<file path="src/rtl/srs_pkg.sv">
/*
  Shared constants, types and message decode for the span startup
  sequencer: segment messages, segment states and clock modes.
  Assumes one clock and a synchronous active-high reset everywhere.
*/
package srs_pkg;

  ////////////////////////////////////////////////////////////////////
  // Widths, counts and limits
  localparam int CAPS_W = 8;
  localparam int ACT_W = 4;
  localparam int MAX_REGEN = 8;
  // Activation stand-in length: 16 cycles, counted 0..15
  localparam logic [ACT_W-1:0] ACT_LAST = 4'hF;
  localparam logic [ACT_W-1:0] ACT_ZERO = 4'h0;
  localparam logic [CAPS_W-1:0] CAPS_ZERO = 8'h00;

  ////////////////////////////////////////////////////////////////////
  // Handshake steps of the initiating unit
  localparam logic [2:0] STEP_CAPS1 = 3'h0;
  localparam logic [2:0] STEP_WCAPS1 = 3'h1;
  localparam logic [2:0] STEP_WPROBE = 3'h2;
  localparam logic [2:0] STEP_WCAPS2 = 3'h3;
  localparam logic [2:0] STEP_WMS = 3'h4;

  ////////////////////////////////////////////////////////////////////
  // Segment messages, one-cycle pulses
  typedef enum logic [2:0] {
    MSG_NONE = 3'h0,
    MSG_START = 3'h1,
    MSG_CAPS = 3'h2,
    MSG_PROBE = 3'h3,
    MSG_END = 3'h4,
    MSG_MS = 3'h5,
    MSG_GO = 3'h6,
    MSG_ACT = 3'h7
  } srs_kind_t;

  // Segment state as seen by one unit
  typedef enum logic [2:0] {
    ST_IDLE = 3'h0,
    ST_HANDSHAKE = 3'h1,
    ST_HELD = 3'h2,
    ST_ACTIVATE = 3'h3,
    ST_OPER = 3'h4
  } srs_state_t;

  typedef enum logic [1:0] {
    CM_1 = 2'h0,
    CM_2 = 2'h1,
    CM_3A = 2'h2,
    CM_3B = 2'h3
  } srs_clk_mode_t;

  // True when a valid message of the wanted kind arrives
  function automatic logic msg_is(input logic v, input srs_kind_t got,
                                  input srs_kind_t want);
    return v && (got == want);
  endfunction

endpackage : srs_pkg

</file>
<file path="src/rtl/srs_seg_if.sv">
/*
  One segment between two units: a message lane in each direction.
  Assumes both ends share clk and reset; the bench joins the ends.
*/
interface srs_seg_if
  import srs_pkg::*;
(
  input logic clk,
  input logic reset
);
  // Regenerator half to peer
  logic dev_valid;
  srs_kind_t dev_kind;
  logic [CAPS_W-1:0] dev_data;
  logic dev_silent;
  // Peer to regenerator half
  logic oth_valid;
  srs_kind_t oth_kind;
  logic [CAPS_W-1:0] oth_data;
  logic oth_silent;

  modport dev (
    input clk, reset, oth_valid, oth_kind, oth_data, oth_silent,
    output dev_valid, dev_kind, dev_data, dev_silent
  );
  modport oth (
    input clk, reset, dev_valid, dev_kind, dev_data, dev_silent,
    output oth_valid, oth_kind, oth_data, oth_silent
  );
endinterface : srs_seg_if

</file>
<file path="src/rtl/srs_regen_half.sv">
/*
  One regenerator half: faces one segment and talks to its twin half
  over the internal handoff lanes. facing_remote picks the role.
  Assumes the peer on the segment keeps the message order and that
  the twin half is wired back to back on the handoff lanes.
*/
// Notes on behaviour
// - Up to eight regenerators, every segment alike.
// - Capabilities go centralward, training goes remoteward.
// - Silent bit holds a segment while others proceed.
// - Remote terminal opens the first session.
// - Capabilities, optional probe, second capabilities exchange.
// - Lacking information, answer mode select with silent.
// - Session ends after silent answer; initiator waits.
// - Held half passes capabilities to twin half.
// - Advertise own capabilities ANDed with received.
// - Central terminal selects parameters, starts activation.
// - Pass parameters after activation; mode 1 session.
// - Selected parameters skip further capability exchange.
// - Mode 1 needs no symbol timing lock.
// - Mode 1 next session starts at session end.
// - Other modes wait for previous activation end.
// - Span operational after final segment activates; span_up here rises when this half's own segment activates.
module srs_regen_half
  import srs_pkg::*;
(
  srs_seg_if.dev seg,
  input logic facing_remote,
  input srs_clk_mode_t clock_mode,
  input logic probe_en,
  input logic [CAPS_W-1:0] own_caps,
  input logic peer_valid,
  input logic peer_is_params,
  input logic [CAPS_W-1:0] peer_data,
  input logic peer_done,
  output logic xfer_valid,
  output logic xfer_is_params,
  output logic [CAPS_W-1:0] xfer_data,
  output logic xfer_done,
  output srs_state_t seg_state,
  output logic [CAPS_W-1:0] params,
  output logic span_up,
  output logic timing_lock_req
);

  ////////////////////////////////////////////////////////////////////
  // State
  srs_state_t state;
  logic [2:0] step;
  logic initiator;
  logic [CAPS_W-1:0] adv;
  logic [CAPS_W-1:0] rx_caps;
  logic [ACT_W-1:0] act_cnt;
  logic tx_valid;
  srs_kind_t tx_kind;
  logic [CAPS_W-1:0] tx_data;
  logic tx_silent;

  ////////////////////////////////////////////////////////////////////
  // Message decode
  wire rx_start = msg_is(seg.oth_valid, seg.oth_kind, MSG_START);
  wire rx_caps_m = msg_is(seg.oth_valid, seg.oth_kind, MSG_CAPS);
  wire rx_probe = msg_is(seg.oth_valid, seg.oth_kind, MSG_PROBE);
  wire rx_end = msg_is(seg.oth_valid, seg.oth_kind, MSG_END);
  wire rx_ms = msg_is(seg.oth_valid, seg.oth_kind, MSG_MS);
  wire rx_go = msg_is(seg.oth_valid, seg.oth_kind, MSG_GO);
  wire rx_act = msg_is(seg.oth_valid, seg.oth_kind, MSG_ACT);
  wire mode1 = (clock_mode == CM_1);
  // Twin half hands over capabilities or chosen parameters
  wire caps_in = peer_valid && !peer_is_params;
  // Without mode 1 the twin must report a finished activation, so
  // that a reference clock exists before this segment trains
  wire params_in = peer_valid && peer_is_params
                   && (mode1 || peer_done);
  // Responder times activation; initiator waits for its report
  wire act_fin = initiator ? rx_act : (act_cnt == ACT_LAST);

  ////////////////////////////////////////////////////////////////////
  // Outputs
  assign seg.dev_valid = tx_valid;
  assign seg.dev_kind = tx_kind;
  assign seg.dev_data = tx_data;
  assign seg.dev_silent = tx_silent;
  assign seg_state = state;
  assign span_up = (state == ST_OPER);
  // Only clock modes 2, 3a and 3b lock to a reference
  assign timing_lock_req = (state == ST_ACTIVATE) && !mode1;

  ////////////////////////////////////////////////////////////////////
  // Startup sequencer; the same for every segment of the span
  always_ff @(posedge seg.clk) begin
    if (seg.reset) begin
      state <= ST_IDLE;
      step <= STEP_CAPS1;
      initiator <= 1'b0;
      adv <= CAPS_ZERO;
      rx_caps <= CAPS_ZERO;
      params <= CAPS_ZERO;
      act_cnt <= ACT_ZERO;
      tx_valid <= 1'b0;
      tx_kind <= MSG_NONE;
      tx_data <= CAPS_ZERO;
      tx_silent <= 1'b0;
      xfer_valid <= 1'b0;
      xfer_is_params <= 1'b0;
      xfer_data <= CAPS_ZERO;
      xfer_done <= 1'b0;
    end else begin
      tx_valid <= 1'b0;
      xfer_valid <= 1'b0;
      case (state)
        ST_IDLE: begin
          if (facing_remote && rx_start) begin
            state <= ST_HANDSHAKE;
            initiator <= 1'b0;
          end else if (!facing_remote && caps_in) begin
            adv <= own_caps & peer_data;
            tx_valid <= 1'b1;
            tx_kind <= MSG_START;
            tx_silent <= 1'b0;
            state <= ST_HANDSHAKE;
            initiator <= 1'b1;
            step <= STEP_CAPS1;
          end
        end
        ST_HANDSHAKE: begin
          if (!initiator) begin
            // Answering side of a capabilities session
            if (rx_caps_m) begin
              rx_caps <= seg.oth_data;
              tx_valid <= 1'b1;
              tx_kind <= MSG_CAPS;
              tx_data <= own_caps;
            end else if (rx_probe) begin
              tx_valid <= 1'b1;
              tx_kind <= MSG_PROBE;
            end else if (rx_end) begin
              // Too early to activate: hold the initiator off
              tx_valid <= 1'b1;
              tx_kind <= MSG_MS;
              tx_data <= rx_caps;
              tx_silent <= 1'b1;
              state <= ST_HELD;
              xfer_valid <= 1'b1;
              xfer_is_params <= 1'b0;
              xfer_data <= rx_caps;
              xfer_done <= 1'b0;
            end
          end else begin
            case (step)
              STEP_CAPS1: begin
                tx_valid <= 1'b1;
                tx_kind <= MSG_CAPS;
                tx_data <= adv;
                step <= STEP_WCAPS1;
              end
              STEP_WCAPS1: begin
                if (rx_caps_m) begin
                  tx_valid <= 1'b1;
                  tx_kind <= probe_en ? MSG_PROBE : MSG_END;
                  step <= probe_en ? STEP_WPROBE : STEP_WMS;
                end
              end
              STEP_WPROBE: begin
                if (rx_probe) begin
                  tx_valid <= 1'b1;
                  tx_kind <= MSG_CAPS;
                  tx_data <= adv;
                  step <= STEP_WCAPS2;
                end
              end
              STEP_WCAPS2: begin
                if (rx_caps_m) begin
                  tx_valid <= 1'b1;
                  tx_kind <= MSG_END;
                  step <= STEP_WMS;
                end
              end
              STEP_WMS: begin
                if (rx_ms && seg.oth_silent) begin
                  state <= ST_HELD;
                end else if (rx_ms) begin
                  params <= seg.oth_data;
                  state <= ST_ACTIVATE;
                  act_cnt <= ACT_ZERO;
                  // Mode 1: session end is enough to hand over
                  if (mode1 && !facing_remote) begin
                    xfer_valid <= 1'b1;
                    xfer_is_params <= 1'b1;
                    xfer_data <= seg.oth_data;
                    xfer_done <= 1'b0;
                  end
                end
              end
              default: begin
                step <= STEP_CAPS1;
              end
            endcase
          end
        end
        ST_HELD: begin
          if (facing_remote && params_in) begin
            // Parameters already chosen: no capabilities this time
            params <= peer_data;
            tx_valid <= 1'b1;
            tx_kind <= MSG_GO;
            tx_data <= peer_data;
            tx_silent <= 1'b0;
            state <= ST_HANDSHAKE;
            initiator <= 1'b1;
            step <= STEP_WMS;
          end else if (!facing_remote && rx_go) begin
            params <= seg.oth_data;
            tx_valid <= 1'b1;
            tx_kind <= MSG_MS;
            tx_data <= seg.oth_data;
            tx_silent <= 1'b0;
            state <= ST_ACTIVATE;
            initiator <= 1'b0;
            act_cnt <= ACT_ZERO;
            if (mode1) begin
              xfer_valid <= 1'b1;
              xfer_is_params <= 1'b1;
              xfer_data <= seg.oth_data;
              xfer_done <= 1'b0;
            end
          end
        end
        ST_ACTIVATE: begin
          act_cnt <= act_cnt + 4'h1;
          if (act_fin) begin
            state <= ST_OPER;
            if (!initiator) begin
              tx_valid <= 1'b1;
              tx_kind <= MSG_ACT;
            end
            // Other modes hand over only once training is done
            if (!mode1 && !facing_remote) begin
              xfer_valid <= 1'b1;
              xfer_is_params <= 1'b1;
              xfer_data <= params;
              xfer_done <= 1'b1;
            end
          end
        end
        ST_OPER: begin
          state <= ST_OPER;
        end
        default: begin
          state <= ST_IDLE;
        end
      endcase
    end
  end

endmodule // srs_regen_half

</file>
<file path="src/flat_wrapper.sv">
// flat-port wrapper written by rule: the top's interface ports become plain ports
module srs_regen_half_flat import srs_pkg::*;
  (facing_remote, clock_mode, probe_en, own_caps, peer_valid, peer_is_params, peer_data, peer_done, xfer_valid, xfer_is_params, xfer_data, xfer_done, seg_state, params, span_up, timing_lock_req, clk, reset, seg_oth_valid, seg_oth_kind, seg_oth_data, seg_oth_silent, seg_dev_valid, seg_dev_kind, seg_dev_data, seg_dev_silent);
  srs_seg_if seg_i (.clk(clk), .reset(reset));
  input logic facing_remote;
  input srs_clk_mode_t clock_mode;
  input logic probe_en;
  input logic [CAPS_W-1:0] own_caps;
  input logic peer_valid;
  input logic peer_is_params;
  input logic [CAPS_W-1:0] peer_data;
  input logic peer_done;
  output logic xfer_valid;
  output logic xfer_is_params;
  output logic [CAPS_W-1:0] xfer_data;
  output logic xfer_done;
  output srs_state_t seg_state;
  output logic [CAPS_W-1:0] params;
  output logic span_up;
  output logic timing_lock_req;
  input wire logic clk;
  input wire logic reset;
  input wire logic [$bits(seg_i.oth_valid)-1:0] seg_oth_valid;
  input wire logic [$bits(seg_i.oth_kind)-1:0] seg_oth_kind;
  input wire logic [$bits(seg_i.oth_data)-1:0] seg_oth_data;
  input wire logic [$bits(seg_i.oth_silent)-1:0] seg_oth_silent;
  output wire logic [$bits(seg_i.dev_valid)-1:0] seg_dev_valid;
  output wire logic [$bits(seg_i.dev_kind)-1:0] seg_dev_kind;
  output wire logic [$bits(seg_i.dev_data)-1:0] seg_dev_data;
  output wire logic [$bits(seg_i.dev_silent)-1:0] seg_dev_silent;
  assign seg_i.oth_valid = seg_oth_valid;
  assign seg_i.oth_kind = seg_oth_kind;
  assign seg_i.oth_data = seg_oth_data;
  assign seg_i.oth_silent = seg_oth_silent;
  assign seg_dev_valid = seg_i.dev_valid;
  assign seg_dev_kind = seg_i.dev_kind;
  assign seg_dev_data = seg_i.dev_data;
  assign seg_dev_silent = seg_i.dev_silent;
  srs_regen_half u_core (.seg(seg_i), .facing_remote(facing_remote), .clock_mode(clock_mode), .probe_en(probe_en), .own_caps(own_caps), .peer_valid(peer_valid), .peer_is_params(peer_is_params), .peer_data(peer_data), .peer_done(peer_done), .xfer_valid(xfer_valid), .xfer_is_params(xfer_is_params), .xfer_data(xfer_data), .xfer_done(xfer_done), .seg_state(seg_state), .params(params), .span_up(span_up), .timing_lock_req(timing_lock_req));
endmodule
</file>
<file path="config.mk">
export PLATFORM = sky130hd
export DESIGN_NAME = srs_regen_half_flat
export DESIGN_NICKNAME = d
export VERILOG_FILES = /design/src/rtl/srs_pkg.sv /design/src/rtl/srs_seg_if.sv /design/src/rtl/srs_regen_half.sv /design/src/flat_wrapper.sv
export SDC_FILE = /design/constraint.sdc
export NUM_CORES = 1
export LEC_CHECK = 0
export ABC_AREA = 1
export BUFFER_PORTS_ARGS = -buffer_cell sky130_fd_sc_hd__buf_2
export CAP_MARGIN = 20
export CORE_ASPECT_RATIO = 0.6
export CORE_MARGIN = 5
export CORE_UTILIZATION = 60
export CTS_CLUSTER_SIZE = 16
export DETAILED_ROUTE_END_ITERATION = 10
export PLACE_DENSITY = 0.86
export SYNTH_ARGS = -nofsm -noshare
export SYNTH_HDL_FRONTEND = slang
export SYNTH_SLANG_ARGS = --single-unit
</file>
<file path="constraint.sdc">
create_clock -name clk -period 2.43 [get_ports clk]
set_input_delay 0.1215 -clock clk [delete_from_list [all_inputs] [get_ports clk]]
set_output_delay 0.1215 -clock clk [all_outputs]
set_load 0.01 [all_outputs]
</file>
======== Word level (Yosys, flattened, before mapping) ========
Index checks and enable logic that the tools add are counted.
word-level totals
  output and inout bits ................... 37
  bits in latches ......................... 0
  memory bits (read-only) ................. 0
  logic and storage cells ................. 250
  input bits .............................. 38
  memories ................................ 0
  RAM bits ................................ 0
  flip-flop bits (word level) ............. 59
operators by class
  magnitude comparators ................... 0
  equal/unequal tests ..................... 55
  reductions and logical operators ........ 42
  shift operators ......................... 0
  div/mod/pow operators ................... 0
  muxes and demuxes ....................... 134
  add/sub/neg operators ................... 1
  bitwise gates (word level) .............. 3
  $mul .................................... 0
operators with widths
  operator            number
  $mux 8              22
  $mux 3              32
  $mux 1              57
  $pmux 8 s2          3
  $pmux 3 s5          2
  $mux 4              6
  $pmux 3 s4          2
  $pmux 8 s3          1
  $ne 4x4->1 const B  5
  $eq 3x2->1 const B  6
  $eq 3x3->1 const B  6
  $logic_and 1x1->1   18
  $ne 2x1->1 const B  9
  $ne 2x2->1 const B  9
  $reduce_and 8->1    2
  $ne 3x2->1 const B  5
  $pmux 1 s3          5
  $reduce_and 13->1   1
  $ne 3x3->1 const B  4
  $pmux 4 s3          1
  $reduce_and 6->1    2
  $reduce_and 11->1   1
  $eq 3x1->1 const B  3
  $ne 3x1->1 const B  3
  other kinds (22)    30

======== Depth between registers and ports, before layout ========
  depth after elaboration ................. 8
  depth in mapped cells ................... 12
  depth with buffers taken out ............ 11

======== Worst setup path before layout ========
No wires, ideal clock.
  path kind ............................... register to register
  from .................................... register u_core.state[0], in the netlist u_core.seg_state[0]
  to ...................................... register u_core.tx_data[4], in the netlist u_core.seg.dev_data[4]
  path slack .............................. 0.953 ns
  required time ........................... 2.317 ns
  cell stages (with the launch flop) ...... 11
  arrival ................................. 1.364 ns
  setup time .............................. 0.113 ns
  cell sequence ........................... dfxtp_1 > nand3_4 > nor2_4 > nand2_2 > nor2_4 > nor2_4 > nand2_4 > buf_6 > nand2_1 > nand2_1 > nor2_1
between the ends
  cells in the longest elaborated chain, start to end .. 3
RTL lines
  element                                          line                   source
  start: declaration                               srs_regen_half.sv:48   srs_state_t state;
  start signal: assignment                         srs_regen_half.sv:93   state <= ST_IDLE;
  start signal: assignment                         srs_regen_half.sv:114  state <= ST_HANDSHAKE;
  start signal: assignment                         srs_regen_half.sv:121  state <= ST_HANDSHAKE;
  $eq 3x1->1 / $eq 3x2->1 (equally long branches)  srs_regen_half.sv:111  case (state)
  $ne 4x2->1 (no line) (tied with other cells)     -
  $reduce_and 6->1 (no line)                       -
  end signal: assignment                           srs_regen_half.sv:133  tx_data <= own_caps;
  end signal: assignment                           srs_regen_half.sv:141  tx_data <= rx_caps;
  end signal: assignment                           srs_regen_half.sv:154  tx_data <= adv;
  end: declaration                                 srs_regen_half.sv:56   logic [CAPS_W-1:0] tx_data;
Several ways; a longest one is shown, not always the timed one.
A chain may end at the register's enable or synchronous reset.

======== Worst setup path after layout ========
  from .................................... register u_core.state[0], in the netlist u_core.seg_state[0]
  to ...................................... register u_core.tx_data[0], in the netlist u_core.seg.dev_data[0]
Same word-level chain as after synthesis.

==> results.py <==
metrics = {
    "place": {
        "gp_congestion": 1.03,
        "place.detailed.hpwl_um": 8890,
        "portBuffers": 74,
        "pre_cts_ws_ps": 548,
    },
    "setup_path": {
        "cp-start-kind": "register",
        "worstPathRequired_ps": 2680,
        "r2r_slack_ps": 430,
        "crit_type": "reg2reg",
        "r2r-end": "u_core.seg.dev_data[0]$_SDFFE_PP0P_",
        "end_kind": "register",
        "reg2regPathDepth": 9,
        "rr_startpoint": "u_core.seg_state[0]$_SDFFE_PP0P_",
        "cp_data_arrival_time_ps": 2250,
        "worstPathMaxFanout": 20,
    },
    "cells_and_area": {
        "final_common_cell": "nand2_1",
        "nNetsFinal": 715,
        "mostFrequentLayoutCells": "181 x nand2_1, 113 x nor2_1, 74 x buf_2",
        "diodes": 0,
        "area_delta_synth_final_pct": 17.0,
        "layout-drive-gt1-share": 0.206,
    },
    "pwr": {
        "ir_drop_uv": 646,
        "power_density_mw_per_mm2": 1190,
        "p_leak_nw": 2.14,
    },
    "worst_hold_path": {
        "hold_end": "u_core.adv[5]$_SDFFE_PP0P_",
        "hold_path_class": "in2reg",
        "min_delay_path_depth": 3,
        "hp-start": "own_caps[5]",
    },
    "clock_tree": {
        "clockBufferDepth": 2,
        "cts_tree": "yes",
        "clkSinkCount": 59,
        "cts_hold_buffers": 0,
        "clkTransAtPathRegs_ps": 80,
        "clock_latency_ps": 360,
        "ctsResizeCount": 0,
        "cts_setup_buffers": 0,
        "htreeDepth": 3,
        "cts_buffers": 9,
        "cts_root_buf": "clkbuf_8",
    },
    "timing": {
        "fin_tns_setup_ps": 0,
        "skew_ps": 15.0,
        "fmax_ghz": 0.499,
        "relSlewSlack": 0.628,
        "finalCriticalPeriod_ps": 2000,
        "worst_pin_slew_ps": 557,
        "setup_slack_ps": 426,
        "drv_slew": 0,
        "post-route-period-util": 0.825,
        "rsz0062_at_grt": "no",
        "hold_viol": 0,
        "setup_viol": 0,
    },
    "global_route": {
        "overflow": 0,
        "track_usage": 0.303,
        "grt_max_degree": 24,
        "grt_pass1_wl_um": 18900,
        "grt_pass1_vias": 3726,
        "antenna_found_initial": 0,
    },
    "die": {
        "dieWidth_um": 111,
        "die_area_mm2": 0.00780,
        "start_util": 0.609,
        "ios": 75,
        "rows": 22,
        "core_mm2": 0.00600,
        "die_h_um": 70.4,
    },
    "yosys": {
        "yosysSeqAreaShare": 0.323,
        "ys_types": 29,
        "syn-cell-area_mm2": 0.00365,
        "synth.area.top_cells": "dfxtp_1 32%, nand2_1 19%, nor2_1 12%",
        "synth_top_area_frac": 0.323,
        "synth_fp_nets": 641,
        "synth.largest_area_cell": "dfxtp_1",
        "yosysWarningCount": 0,
        "syn_inst": 602,
        "ys_ff_latch": 59,
        "avgSynthCellArea_um2": 6.07,
    },
    "job": {
        "drv_cap": 0,
    },
    "routing": {
        "vias": 4189,
        "drc": 0,
        "wire_per_inst_um": 15.2,
        "drt_iter0_markers": 548,
        "drt-total-wl_um": 11700,
        "dr.pass1.iters": 5,
        "drtAntennaViolNets": 0,
        "vias_per_cell": 5.48,
    },
    "status": {
        "status": "completed",
    },
}
==> through the flow <==
stage               hold slack, ps  instance area (um2)   util  cells  total power (W)
global placement               407                 4070  0.678    749          0.00408
detailed placement             414                 4070  0.678    749          0.00412
finish                        48.4                 4270  0.712    765          0.00510
floorplan                      282                 3650      -    602          0.00339
CTS                           39.4                 4270  0.712    765          0.00505
global route                  61.8                 4270  0.712    765          0.00552
==> power breakdown <==
part	total, W	leakage (nW)	switching [W]	internal, W
combinational	0.00268	1.56	0.00181	0.000874
clock	0.000937	0.0987	0.000436	0.000501
sequential	0.00149	0.481	0.000232	0.00126
total	0.00510	2.14	0.00247	0.00263
==> metal layers <==
layer  GRT usage  part of all wire
met4      0.0792             0.011
met2       0.417              0.39
met3       0.107              0.15
met5           0                 0
met1       0.444              0.45
==> worst max-delay path, stage by stage (launching register included) <==
cell	delay, ps
dfxtp_1	490
nor2_2	90
nand2_2	310
inv_2	140
nand2_2	230
nor2_1	80
a21oi_1	300
nand2_1	90
nor2_1	100
nor2_1	50
==> cell type report <==
cell class                 count  area (um2)
inverter                      58         219
sequential                    59        1180
tap                           84         105
clock buffer                  10         138
timing repair buffer          79         408
multi-input combinational    469        2160
clock inverter                 6        63.8
fill                         560        1730
==> flip-flops by register name, indices dropped and copies added (netlist names), 4 cells and up <==
| register | flops |
|---|---|
| u_core.rx_caps | 8 |
| u_core.seg.dev_data | 8 |
| u_core.adv | 8 |
| u_core.xfer_data | 8 |
| u_core.act_cnt | 4 |
| u_core.params | 8 |
==> cells by family (layout without fill, tap and decap cells) <==
kind of cell	Yosys count	after routing	synth area share
flops	59	59	0.323
compound gates	84	84	0.123
simple gates	384	384	0.464
fa+ha+maj	1	1	0.00342
buf+inv	74	153	0.0860
==> cell usage after synthesis <==
master,instances
nand2_2,10
buf_4,1
or2_2,1
nand2_4,2
nand3_4,1
o21ai_0,24
clkbuf_1,5
o21ai_2,2
a31oi_1,1
and2_4,1
nand3_1,42
clkinv_2,1
nor3_1,1
nor2_8,1
buf_2,7
inv_1,48
ha_1,1
a21oi_1,46
nor2_2,7
nor2_4,7
nand3_2,3
o21a_1,8
buf_6,3
dfxtp_1,59
nand4_1,14
nor2_1,113
nand2_1,181
o21ai_1,3
inv_2,9
==> worst max path at each step <==
stage / end / startpoint / cells after the start
after floorplan: u_core.seg.dev_data[4]$_SDFFE_PP0P_ / u_core.seg_state[0]$_SDFFE_PP0P_ / 10
final: u_core.seg.dev_data[0]$_SDFFE_PP0P_ / u_core.seg_state[0]$_SDFFE_PP0P_ / 9
after global routing: u_core.seg.dev_data[0]$_SDFFE_PP0P_ / u_core.seg_state[0]$_SDFFE_PP0P_ / 9
after global placement: u_core.xfer_done$_SDFFE_PP0P_ / u_core.seg_state[1]$_SDFFE_PP0P_ / 10
after CTS: u_core.seg.dev_data[0]$_SDFFE_PP0P_ / u_core.seg_state[0]$_SDFFE_PP0P_ / 9
after detailed placement: u_core.seg.dev_data[7]$_SDFFE_PP0P_ / u_core.seg_state[0]$_SDFFE_PP0P_ / 9
(Power assumes the default switching activity.)
